## src/debounced_wake_pkg.sv

```systemverilog
package debounced_wake_pkg;

  // ****************************************************
  // timing
  // ****************************************************
  localparam int CLK_KHZ          = 250000;
  localparam int TAP10_MS         = 32;
  localparam int TAP8_MS          = 8;
  localparam int TAP6_MS          = 2;
  localparam int TAP10_CYC        = TAP10_MS * CLK_KHZ;
  localparam int TAP8_CYC         = TAP8_MS * CLK_KHZ;
  localparam int TAP6_CYC         = TAP6_MS * CLK_KHZ;
  localparam int CNT_W            = 23;
  localparam int HOLD_TICKS       = 2;
  localparam int PORT_W           = 4;

  // ****************************************************
  // register map
  // ****************************************************
  localparam int       AXI_AW      = 8;
  localparam int       AXI_DW      = 32;
  localparam bit [7:0] OFF_CTRL    = 8'h00;
  localparam bit [7:0] OFF_PC_SET  = 8'h04;
  localparam bit [7:0] OFF_PC_OUT  = 8'h08;
  localparam bit [7:0] OFF_PC_IN   = 8'h0C;
  localparam bit [7:0] OFF_PD_SET  = 8'h10;
  localparam bit [7:0] OFF_PD_OUT  = 8'h14;
  localparam bit [7:0] OFF_PD_IN   = 8'h18;
  localparam bit [7:0] OFF_SENSE   = 8'h1C;
  localparam bit [7:0] OFF_STATUS  = 8'h20;

  // ****************************************************
  // fields and reset values
  // ****************************************************
  localparam int       SEL_W       = 2;
  localparam int       IRQEN_BIT   = 4;
  localparam int       MODE_BIT    = 4;
  localparam int       SENSE_D_LSB = 4;
  localparam bit [1:0] SEL_TAP10   = 2'h0;
  localparam bit [1:0] SEL_TAP8    = 2'h1;
  localparam bit [1:0] SEL_TAP6    = 2'h2;
  localparam bit [4:0] SETUP_RST   = 5'h10;
  localparam bit [7:0] SENSE_RST   = 8'h00;
  localparam bit [1:0] RESP_OKAY   = 2'h0;
  localparam bit [1:0] RESP_SLVERR = 2'h2;

endpackage

```

## src/sync_2ff.sv

```systemverilog
`timescale 1ns/1ps
module sync_2ff #(
  parameter int WIDTH = 4
) (
  // clock and reset
  input  wire logic             clk,
  input  wire logic             sys_rst,
  // data
  input  wire logic [WIDTH-1:0] asyncIn,
  output logic      [WIDTH-1:0] syncOut
);

  logic [WIDTH-1:0] meta_q;

  always_ff @(posedge clk or posedge sys_rst)
  begin
    if (sys_rst)
    begin
      meta_q  <= '0;
      syncOut <= '0;
    end
    else
    begin
      meta_q  <= asyncIn;
      syncOut <= meta_q;
    end
  end

endmodule

```

## src/port_debounce.sv

```systemverilog
`timescale 1ns/1ps
module port_debounce
  import debounced_wake_pkg::*;
#(
  parameter int WIDTH = debounced_wake_pkg::PORT_W
) (
  // clock and reset
  input  wire logic             clk,
  input  wire logic             sys_rst,
  // qualification inputs
  input  wire logic             tick,
  input  wire logic [WIDTH-1:0] sample,
  input  wire logic             senseClr,
  // result
  output logic                  changeFlag
);

  typedef enum logic [2:0] {
    ST_IDLE = 3'b001,
    ST_QUAL = 3'b010,
    ST_DONE = 3'b100
  } deb_state_t;

  deb_state_t       state_q, state_d;
  logic [WIDTH-1:0] ref_q, ref_d;
  logic [WIDTH-1:0] cand_q, cand_d;
  logic [1:0]       cnt_q, cnt_d;

  function automatic logic atMostOne(input logic [WIDTH-1:0] v);
    atMostOne = ((v & (v - 1'b1)) == '0);
  endfunction

  always_comb
  begin
    state_d = state_q;
    ref_d   = ref_q;
    cand_d  = cand_q;
    cnt_d   = cnt_q;
    case (state_q)
      ST_IDLE:
      begin
        if (senseClr)
        begin
          ref_d = sample;
        end
        // one pin toggles, all the others low
        else if (sample != ref_q && atMostOne(sample) && atMostOne(sample ^ ref_q))
        begin
          cand_d  = sample;
          cnt_d   = 2'h0;
          state_d = ST_QUAL;
        end
      end
      ST_QUAL:
      begin
        if (sample != cand_q)
        begin
          state_d = ST_IDLE;
        end
        else if (tick)
        begin
          cnt_d = cnt_q + 2'h1;
          if (cnt_d == 2'(HOLD_TICKS))
          begin
            ref_d   = cand_q;
            state_d = ST_DONE;
          end
        end
      end
      ST_DONE:
      begin
        // ticks ignored here: prescaler keeps running while flag set
        if (senseClr)
        begin
          ref_d   = sample;
          state_d = ST_IDLE;
        end
      end
      default:
      begin
        state_d = ST_IDLE;
      end
    endcase
  end

  always_ff @(posedge clk or posedge sys_rst)
  begin
    if (sys_rst)
    begin
      state_q <= ST_IDLE;
      ref_q   <= '0;
      cand_q  <= '0;
      cnt_q   <= 2'h0;
    end
    else
    begin
      state_q <= state_d;
      ref_q   <= ref_d;
      cand_q  <= cand_d;
      cnt_q   <= cnt_d;
    end
  end

  assign changeFlag = (state_q == ST_DONE);

endmodule

```

## src/debounced_wake_port.sv

```systemverilog
`timescale 1ns/1ps
module debounced_wake_port
  import debounced_wake_pkg::*;
#(
  // build options
  parameter bit PC_IS_PORT   = 1'b1,
  parameter bit PD_IS_PORT   = 1'b1,
  parameter bit PC_PULL_OPT  = 1'b1,
  parameter bit PC_HOLD_OPT  = 1'b1,
  parameter bit PD_PULL_OPT  = 1'b1,
  // debounce tick periods in clocks
  parameter int TAP10_CYCLES = debounced_wake_pkg::TAP10_CYC,
  parameter int TAP8_CYCLES  = debounced_wake_pkg::TAP8_CYC,
  parameter int TAP6_CYCLES  = debounced_wake_pkg::TAP6_CYC
) (
  // clock and reset
  input  wire logic                                     clk,
  input  wire logic                                     sys_rst,
  // axi4-lite write address
  input  wire logic [debounced_wake_pkg::AXI_AW-1:0]    s_axi_awaddr,
  input  wire logic                                     s_axi_awvalid,
  output logic                                          s_axi_awready,
  // axi4-lite write data
  input  wire logic [debounced_wake_pkg::AXI_DW-1:0]    s_axi_wdata,
  input  wire logic [debounced_wake_pkg::AXI_DW/8-1:0]  s_axi_wstrb,
  input  wire logic                                     s_axi_wvalid,
  output logic                                          s_axi_wready,
  // axi4-lite write response
  output logic [1:0]                                    s_axi_bresp,
  output logic                                          s_axi_bvalid,
  input  wire logic                                     s_axi_bready,
  // axi4-lite read
  input  wire logic [debounced_wake_pkg::AXI_AW-1:0]    s_axi_araddr,
  input  wire logic                                     s_axi_arvalid,
  output logic                                          s_axi_arready,
  output logic [debounced_wake_pkg::AXI_DW-1:0]         s_axi_rdata,
  output logic [1:0]                                    s_axi_rresp,
  output logic                                          s_axi_rvalid,
  input  wire logic                                     s_axi_rready,
  // port c pads
  input  wire logic [debounced_wake_pkg::PORT_W-1:0]    portCIn,
  output logic      [debounced_wake_pkg::PORT_W-1:0]    portCOut,
  output logic      [debounced_wake_pkg::PORT_W-1:0]    portCOe,
  output logic      [debounced_wake_pkg::PORT_W-1:0]    portCPullEn,
  output logic      [debounced_wake_pkg::PORT_W-1:0]    portCHoldEn,
  // port d pads
  input  wire logic [debounced_wake_pkg::PORT_W-1:0]    portDIn,
  output logic      [debounced_wake_pkg::PORT_W-1:0]    portDOut,
  output logic      [debounced_wake_pkg::PORT_W-1:0]    portDOe,
  output logic      [debounced_wake_pkg::PORT_W-1:0]    portDPullEn,
  // wake
  output logic                                          wakeRequest,
  output logic                                          irqRequest
);

  // ****************************************************
  // registers
  // ****************************************************
  logic [SEL_W-1:0]  clkSel_q, clkSel_d;
  logic              irqEn_q, irqEn_d;
  logic [4:0]        pcSetup_q, pcSetup_d;
  logic [4:0]        pdSetup_q, pdSetup_d;
  logic [PORT_W-1:0] pcLatch_q, pcLatch_d;
  logic [PORT_W-1:0] pdLatch_q, pdLatch_d;
  logic [7:0]        sense_q, sense_d;
  logic              senseClr_q, senseClr_d;

  // bus state
  logic              awHave_q, awHave_d;
  logic              wHave_q, wHave_d;
  logic [AXI_AW-1:0] awAddr_q, awAddr_d;
  logic [AXI_DW-1:0] wData_q, wData_d;
  logic              wLane_q, wLane_d;
  logic              bValid_q, bValid_d;
  logic [1:0]        bResp_q, bResp_d;
  logic              rValid_q, rValid_d;
  logic [1:0]        rResp_q, rResp_d;
  logic [AXI_DW-1:0] rData_q, rData_d;

  // pins and wake
  logic [PORT_W-1:0] pcOut_q, pcOut_d, pcOe_q, pcOe_d;
  logic [PORT_W-1:0] pcPull_q, pcPull_d, pcHold_q, pcHold_d;
  logic [PORT_W-1:0] pdOut_q, pdOut_d, pdOe_q, pdOe_d;
  logic [PORT_W-1:0] pdPull_q, pdPull_d;
  logic              wake_q, wake_d, irq_q, irq_d;

  // prescaler
  logic [CNT_W-1:0]  preCnt_q, preCnt_d;
  logic              tick_q, tick_d;

  logic [PORT_W-1:0] pcSync, pdSync;
  logic [PORT_W-1:0] pcSample, pdSample;
  logic              pcFlag, pdFlag;
  logic              doWrite;

  function automatic logic [PORT_W-1:0] readBack(input logic [PORT_W-1:0] pins,
                                                 input logic [PORT_W-1:0] latch,
                                                 input logic [PORT_W-1:0] dir);
    readBack = (pins & ~dir) | (latch & dir);
  endfunction

  function automatic logic [CNT_W-1:0] tapLimit(input logic [SEL_W-1:0] sel);
    case (sel)
      SEL_TAP8: tapLimit = CNT_W'(TAP8_CYCLES - 1);
      SEL_TAP6: tapLimit = CNT_W'(TAP6_CYCLES - 1);
      default:  tapLimit = CNT_W'(TAP10_CYCLES - 1);
    endcase
  endfunction

  // ****************************************************
  // pin synchronisers
  // ****************************************************
  sync_2ff #(.WIDTH(PORT_W)) u_syncC (
    .clk     (clk),
    .sys_rst (sys_rst),
    .asyncIn (portCIn),
    .syncOut (pcSync)
  );

  sync_2ff #(.WIDTH(PORT_W)) u_syncD (
    .clk     (clk),
    .sys_rst (sys_rst),
    .asyncIn (portDIn),
    .syncOut (pdSync)
  );

  // ****************************************************
  // debounce
  // ****************************************************
  // only sensed input pins; segment option idles the port
  assign pcSample = PC_IS_PORT ? (pcSync & sense_q[PORT_W-1:0] & ~pcSetup_q[PORT_W-1:0]) : '0;
  assign pdSample = PD_IS_PORT ? (pdSync & sense_q[SENSE_D_LSB+:PORT_W] & ~pdSetup_q[PORT_W-1:0]) : '0;

  port_debounce #(.WIDTH(PORT_W)) u_debC (
    .clk        (clk),
    .sys_rst    (sys_rst),
    .tick       (tick_q),
    .sample     (pcSample),
    .senseClr   (senseClr_q),
    .changeFlag (pcFlag)
  );

  port_debounce #(.WIDTH(PORT_W)) u_debD (
    .clk        (clk),
    .sys_rst    (sys_rst),
    .tick       (tick_q),
    .sample     (pdSample),
    .senseClr   (senseClr_q),
    .changeFlag (pdFlag)
  );

  // ****************************************************
  // bus, registers, pins: next values
  // ****************************************************
  assign doWrite = awHave_q && wHave_q && !bValid_q;

  always_comb
  begin
    clkSel_d   = clkSel_q;
    irqEn_d    = irqEn_q;
    pcSetup_d  = pcSetup_q;
    pdSetup_d  = pdSetup_q;
    pcLatch_d  = pcLatch_q;
    pdLatch_d  = pdLatch_q;
    sense_d    = sense_q;
    senseClr_d = 1'b0;
    awHave_d   = awHave_q;
    wHave_d    = wHave_q;
    awAddr_d   = awAddr_q;
    wData_d    = wData_q;
    wLane_d    = wLane_q;
    bValid_d   = bValid_q;
    bResp_d    = bResp_q;
    rValid_d   = rValid_q;
    rResp_d    = rResp_q;
    rData_d    = rData_q;

    // write channels taken in either order
    if (s_axi_awvalid && s_axi_awready)
    begin
      awHave_d = 1'b1;
      awAddr_d = s_axi_awaddr;
    end
    if (s_axi_wvalid && s_axi_wready)
    begin
      wHave_d = 1'b1;
      wData_d = s_axi_wdata;
      wLane_d = s_axi_wstrb[0];
    end
    if (doWrite)
    begin
      awHave_d = 1'b0;
      wHave_d  = 1'b0;
      bValid_d = 1'b1;
      bResp_d  = RESP_OKAY;
      case (awAddr_q)
        OFF_CTRL:
        begin
          if (wLane_q)
          begin
            clkSel_d = wData_q[SEL_W-1:0];
            irqEn_d  = wData_q[IRQEN_BIT];
          end
        end
        OFF_PC_SET:   if (wLane_q) pcSetup_d = wData_q[4:0];
        OFF_PC_OUT:   if (wLane_q) pcLatch_d = wData_q[PORT_W-1:0];
        OFF_PD_SET:   if (wLane_q) pdSetup_d = wData_q[4:0];
        OFF_PD_OUT:   if (wLane_q) pdLatch_d = wData_q[PORT_W-1:0];
        OFF_SENSE:
        begin
          if (wLane_q)
          begin
            sense_d    = wData_q[7:0];
            senseClr_d = 1'b1;
          end
        end
        OFF_PC_IN, OFF_PD_IN, OFF_STATUS: bResp_d = RESP_OKAY;
        default:      bResp_d = RESP_SLVERR;
      endcase
    end
    if (bValid_q && s_axi_bready)
    begin
      bValid_d = 1'b0;
    end

    if (s_axi_arvalid && s_axi_arready)
    begin
      rValid_d = 1'b1;
      rResp_d  = RESP_OKAY;
      rData_d  = '0;
      case (s_axi_araddr)
        OFF_CTRL:   rData_d[IRQEN_BIT:0]  = {irqEn_q, 2'h0, clkSel_q};
        OFF_PC_SET: rData_d[4:0]          = pcSetup_q;
        OFF_PC_OUT: rData_d[PORT_W-1:0]   = pcLatch_q;
        OFF_PC_IN:  rData_d[PORT_W-1:0]   = readBack(pcSync, pcLatch_q, pcSetup_q[PORT_W-1:0]);
        OFF_PD_SET: rData_d[4:0]          = pdSetup_q;
        OFF_PD_OUT: rData_d[PORT_W-1:0]   = pdLatch_q;
        OFF_PD_IN:  rData_d[PORT_W-1:0]   = readBack(pdSync, pdLatch_q, pdSetup_q[PORT_W-1:0]);
        OFF_SENSE:  rData_d[7:0]          = sense_q;
        OFF_STATUS: rData_d[3:0]          = {irq_q, wake_q, pdFlag, pcFlag};
        default:    rResp_d               = RESP_SLVERR;
      endcase
    end
    else if (rValid_q && s_axi_rready)
    begin
      rValid_d = 1'b0;
    end
  end

  // prescaler tick, restarted on every clock select write
  always_comb
  begin
    preCnt_d = preCnt_q + CNT_W'(1);
    tick_d   = 1'b0;
    if (preCnt_q >= tapLimit(clkSel_q))
    begin
      preCnt_d = '0;
      tick_d   = 1'b1;
    end
    if (doWrite && awAddr_q == OFF_CTRL && wLane_q)
    begin
      preCnt_d = '0;
    end
  end

  always_comb
  begin
    // latch reaches only output pins; pulls off on outputs
    pcOut_d  = PC_IS_PORT ? (pcLatch_q & pcSetup_q[PORT_W-1:0]) : '0;
    pcOe_d   = PC_IS_PORT ? pcSetup_q[PORT_W-1:0] : '0;
    pcPull_d = (PC_IS_PORT && PC_PULL_OPT && pcSetup_q[MODE_BIT]) ? ~pcSetup_q[PORT_W-1:0] : '0;
    // hold device only exists alongside the pull-low option
    pcHold_d = (PC_IS_PORT && PC_PULL_OPT && PC_HOLD_OPT && !pcSetup_q[MODE_BIT]) ?
               ~pcSetup_q[PORT_W-1:0] : '0;
    pdOut_d  = PD_IS_PORT ? (pdLatch_q & pdSetup_q[PORT_W-1:0]) : '0;
    pdOe_d   = PD_IS_PORT ? pdSetup_q[PORT_W-1:0] : '0;
    pdPull_d = (PD_IS_PORT && PD_PULL_OPT && pdSetup_q[MODE_BIT]) ? ~pdSetup_q[PORT_W-1:0] : '0;
    wake_d   = pcFlag || pdFlag;
    irq_d    = (pcFlag || pdFlag) && irqEn_q;
  end

  // ****************************************************
  // state registers
  // ****************************************************
  always_ff @(posedge clk or posedge sys_rst)
  begin
    if (sys_rst)
    begin
      clkSel_q   <= SEL_TAP10;
      irqEn_q    <= 1'b0;
      pcSetup_q  <= SETUP_RST;
      pdSetup_q  <= SETUP_RST;
      pcLatch_q  <= '0;
      pdLatch_q  <= '0;
      sense_q    <= SENSE_RST;
      senseClr_q <= 1'b0;
      awHave_q   <= 1'b0;
      wHave_q    <= 1'b0;
      awAddr_q   <= '0;
      wData_q    <= '0;
      wLane_q    <= 1'b0;
      bValid_q   <= 1'b0;
      bResp_q    <= RESP_OKAY;
      rValid_q   <= 1'b0;
      rResp_q    <= RESP_OKAY;
      rData_q    <= '0;
      preCnt_q   <= '0;
      tick_q     <= 1'b0;
      pcOut_q    <= '0;
      pcOe_q     <= '0;
      pcPull_q   <= {PORT_W{PC_IS_PORT && PC_PULL_OPT}};
      pcHold_q   <= '0;
      pdOut_q    <= '0;
      pdOe_q     <= '0;
      pdPull_q   <= {PORT_W{PD_IS_PORT && PD_PULL_OPT}};
      wake_q     <= 1'b0;
      irq_q      <= 1'b0;
    end
    else
    begin
      clkSel_q   <= clkSel_d;
      irqEn_q    <= irqEn_d;
      pcSetup_q  <= pcSetup_d;
      pdSetup_q  <= pdSetup_d;
      pcLatch_q  <= pcLatch_d;
      pdLatch_q  <= pdLatch_d;
      sense_q    <= sense_d;
      senseClr_q <= senseClr_d;
      awHave_q   <= awHave_d;
      wHave_q    <= wHave_d;
      awAddr_q   <= awAddr_d;
      wData_q    <= wData_d;
      wLane_q    <= wLane_d;
      bValid_q   <= bValid_d;
      bResp_q    <= bResp_d;
      rValid_q   <= rValid_d;
      rResp_q    <= rResp_d;
      rData_q    <= rData_d;
      preCnt_q   <= preCnt_d;
      tick_q     <= tick_d;
      pcOut_q    <= pcOut_d;
      pcOe_q     <= pcOe_d;
      pcPull_q   <= pcPull_d;
      pcHold_q   <= pcHold_d;
      pdOut_q    <= pdOut_d;
      pdOe_q     <= pdOe_d;
      pdPull_q   <= pdPull_d;
      wake_q     <= wake_d;
      irq_q      <= irq_d;
    end
  end

  // ****************************************************
  // outputs
  // ****************************************************
  assign s_axi_awready = !awHave_q;
  assign s_axi_wready  = !wHave_q;
  assign s_axi_bvalid  = bValid_q;
  assign s_axi_bresp   = bResp_q;
  assign s_axi_arready = !rValid_q;
  assign s_axi_rvalid  = rValid_q;
  assign s_axi_rresp   = rResp_q;
  assign s_axi_rdata   = rData_q;
  assign portCOut      = pcOut_q;
  assign portCOe       = pcOe_q;
  assign portCPullEn   = pcPull_q;
  assign portCHoldEn   = pcHold_q;
  assign portDOut      = pdOut_q;
  assign portDOe       = pdOe_q;
  assign portDPullEn   = pdPull_q;
  assign wakeRequest   = wake_q;
  assign irqRequest    = irq_q;

endmodule

```

## config.mk

```make
export PLATFORM = sky130hd
export DESIGN_NAME = debounced_wake_port
export DESIGN_NICKNAME = d
export VERILOG_FILES = /design/src/debounced_wake_pkg.sv /design/src/sync_2ff.sv /design/src/port_debounce.sv /design/src/debounced_wake_port.sv
export SDC_FILE = /design/constraint.sdc
export NUM_CORES = 1
export LEC_CHECK = 0
export BUFFER_PORTS_ARGS = -buffer_cell sky130_fd_sc_hd__buf_4
export CORE_MARGIN = 3
export CORE_UTILIZATION = 60
export CTS_CLUSTER_SIZE = 40
export DETAILED_ROUTE_END_ITERATION = 12
export HOLD_SLACK_MARGIN = 0.12
export PLACE_DENSITY = 0.85
export SLEW_MARGIN = 20
export SYNTH_ARGS = -nofsm -noshare
export SYNTH_HDL_FRONTEND = slang
export SYNTH_SLANG_ARGS = --single-unit
```

## constraint.sdc

```tcl
create_clock -name clk -period 6.7 [get_ports clk]
set_input_delay 0.335 -clock clk [delete_from_list [all_inputs] [get_ports clk]]
set_output_delay 0.335 -clock clk [all_outputs]
set_load 0.02 [all_outputs]
```

==> results by group <==
Route
  – Routed Antenna Nets: 0
  – DR WL/cell: 19.1 um
  – Vias per Instance: 5.90
  – Final WL: 17.7 mm
  – Vias: 5449
  – DRC viols: 0
  – Initial DRT Pass Iterations: 5
  – DR iter-0 viols: 422

Logic synthesis
  – Cells after Synth: 643
  – Share of the synthesized area in the top cell type: 47.5%
  – Post-synth EDFFs: 0
  – Synth unique cells: 75
  – Ranking of synthesized cells by area: dfrtp_1, mux2_2, dfstp_2
  – Register area share after synthesis: 51.6%
  – Syn_area_per_cell: 11.9 um2
  – Mapped cell area: 7640 um2
  – Synthesized flop and latch total: 157
  – Count leader, synth: dfrtp_1
  – Most frequent cells after synthesis: dfrtp_1, mux2_2, nand2_1, buf_4
  – Synth warn: 0
  – Commonest register cell after synthesis: dfrtp_1
  – Post-synth top area cell: dfrtp_1
  – Asr flop ratio synth: 100%

Floorplan
  – Initial Utilization: 62.6%
  – DIE AREA: 14100 um2
  – Die H: 119 um
  – # rows: 40
  – Die X: 119 um
  – Core area: 12200 um2
  – # IOs: 138

STA
  – Least-Margin Pin Slew: 0.982 ns
  – Highest clock rate: 0.326 GHz
  – Setup TNS: 0 ns
  – Setup Viol. Count Final: 0
  – Max transition margin: 34.6%
  – Fin crit period: 3.07 ns
  – Clk_skew: 0.0106 ns
  – Crit share post-route: 45.8%
  – RSZ-0062 raised after global routing: false
  – Final hold vios: 0
  – Final hold slack: 0.135 ns
  – Max-slew violation count: 0

Min path
  – Worst min path class: input pin to register

Critical path
  – WS Path Type: register to register
  – Worst path max stage delay: 0.40 ns
  – CP endpoint kind: register
  – Worst path required time: 7.04 ns
  – CP max FO: 13
  – CP Buf/Inv Count: 3
  – CP cell instances: inv_1, ha_1, inv_1, ha_1, a211o_1, a211o_1, a21o_1, a221oi_2, o21ai_2, buf_4, nor3b_1
  – Slowest CP cell: dfrtp_1
  – CP delay by family, top: compound AO/OA/AOI/OAI gates
  – Critical Path AT: 3.41 ns
  – CP startpoint kind: register

Clock tree
  – Worst-path clk slew: 0.06 ns
  – CTS max path bufs: 2
  – Clk sink count: 157
  – CTS tree: done
  – H-tree depth: 4
  – Clk Tree Root Cell: clkbuf_16
  – Post-CTS resize count: 0
  – CTS buffer count: 17
  – Insertion delay to the later sink of the worst-skew pair: 0.43 ns

Power and ir drop
  – Flop pwr share: 45.6%
  – Int Pwr: 0.00192 W
  – PwrDens: 305 nW/um2
  – Share of total power in combinational logic: 19.7%
  – Leak pwr: 4.31 nW
  – VDD IR-drop max: 0.232 mV
  – Switch share: 30.3%
  – Net Switching: 0.000837 W
  – Clock power share: 34.7%

Global routing
  – Number of global-route vias before repair: 5671
  – First-pass GRT wire length: 29.0 mm
  – Gr usage total: 26.3%
  – Global route overflow: 0
  – Largest net degree at the start of global routing: 81
  – Initial antenna violation count: 0

Flow run
  – MaxCap Viol Count: 0

Placement
  – RD Place Congestion: 0.955
  – Post-DP HPWL: 12.3 mm
  – PortBufs: 84

Final layout
  – Synth-to-layout area growth: 18.2%
  – Diode count: 0
  – Layout cells sized above 1: 31.1%
  – Nets: 827

Run status
  – Outcome: complete, no violations
==> flip-flops by register name (all words and copies together) (netlist names), 5 cells and up <==
signal / flops
pcSetup_q: 5
wData_q: 8
s_axi_rdata: 8
preCnt_q: 23
awAddr_q: 8
sense_q: 8
pdSetup_q: 5
==> timing repair <==
action	CTS	global route
hold endpoints to repair	81	0
hold buffers	14	0
setup buffers	0	0
==> path summary, 6_finish.rpt <==
check                                       startpoint                           end  slack [ns]  depth (start not counted)
max in group asynchronous                      sys_rst         preCnt_q[6]$_DFF_PP0_        4.66                          4
min reg2reg                u_syncD.meta_q[2]$_DFF_PP0_  u_syncD.syncOut[2]$_DFF_PP0_        0.35                          0
min in group asynchronous                      sys_rst   u_debD.cnt_q[0]$_DFFE_PP0P_        0.59                          3
max                            clkSel_q[0]$_DFFE_PP0P_         preCnt_q[1]$_DFF_PP0_        3.63                         11
max reg2reg                    clkSel_q[0]$_DFFE_PP0P_         preCnt_q[1]$_DFF_PP0_        3.63                         11
min                                     s_axi_wdata[2]        wData_q[2]$_DFFE_PP0P_        0.14                          2
==> cells in the final DEF (no fill, tap or decap), types with 14 or more instances in the layout <==
cell type | Yosys | final
ha_1 | 17 | 17
dlygate4sd3_1 | 0 | 14
buf_4 | 29 | 87
clkbuf_16 | 0 | 17
nand3_1 | 21 | 21
dfrtp_1 | 145 | 145
nand2_1 | 34 | 34
mux2_2 | 65 | 65
inv_1 | 27 | 26
xnor2_1 | 27 | 27
conb_1 | 1 | 26
nor3_2 | 22 | 22
o21ai_0 | 16 | 16
nor2_1 | 23 | 23
==> kinds of logic (layout without fill, tap and decap cells) <==
group           Yosys count  in the layout  synth area share (%)
buf+inv                  72            160                  5.21
fa+ha+maj                18             18                  2.91
mux                      74             74                  10.9
simple gates            198            198                  16.3
compound gates           84             84                  8.17
flops                   157            157                  51.6
xor+xnor                 39             39                  4.91
other cells               1             26                0.0491
==> stage by stage <==
stage / setup WS [ns] / cell area, um2 / power (W) / instances / utilization [%]
5_1_grt: 3.38 / 9030 / 0.00288 / 924 / 74.0
6_report: 3.63 / 9030 / 0.00276 / 924 / 74.0
2_1_floorplan: 2.15 / 7740 / 0.00162 / 668 / -
4_1_cts: 3.64 / 9030 / 0.00277 / 924 / 74.0
3_3_place_gp: 3.78 / 8310 / 0.00176 / 878 / 68.0
3_5_place_dp: 3.66 / 8310 / 0.00180 / 878 / 68.0
==> per-layer routing <==
metal,track usage (%),wire length [um],vias up
met2,46.7,9470,202
li1,-,-,2445
met1,30.3,6730,2760
met4,10.7,468,0
met3,6.51,988,42
met5,0,0,-
==> power by group through the flow <==
stage / Combinational (W) / Clock [W] / Sequential, W
3_5_place_dp: 0.000533 / 0 / 0.00127
3_3_place_gp: 0.000504 / 0 / 0.00125
2_1_floorplan: 0.000371 / 0 / 0.00125
4_1_cts: 0.000547 / 0.000966 / 0.00126
6_report: 0.000543 / 0.000957 / 0.00126
5_1_grt: 0.000596 / 0.00101 / 0.00128
==> cell type report <==
type	count	area [um2]
clock buffer	20	447
clock inverter	12	138
fill	839	3180
inverter	27	106
multi-input combinational	439	3400
sequential	157	3940
tap	168	210
timing repair buffer	101	793
No activity file was read; power rests on OpenSTA's default activity.
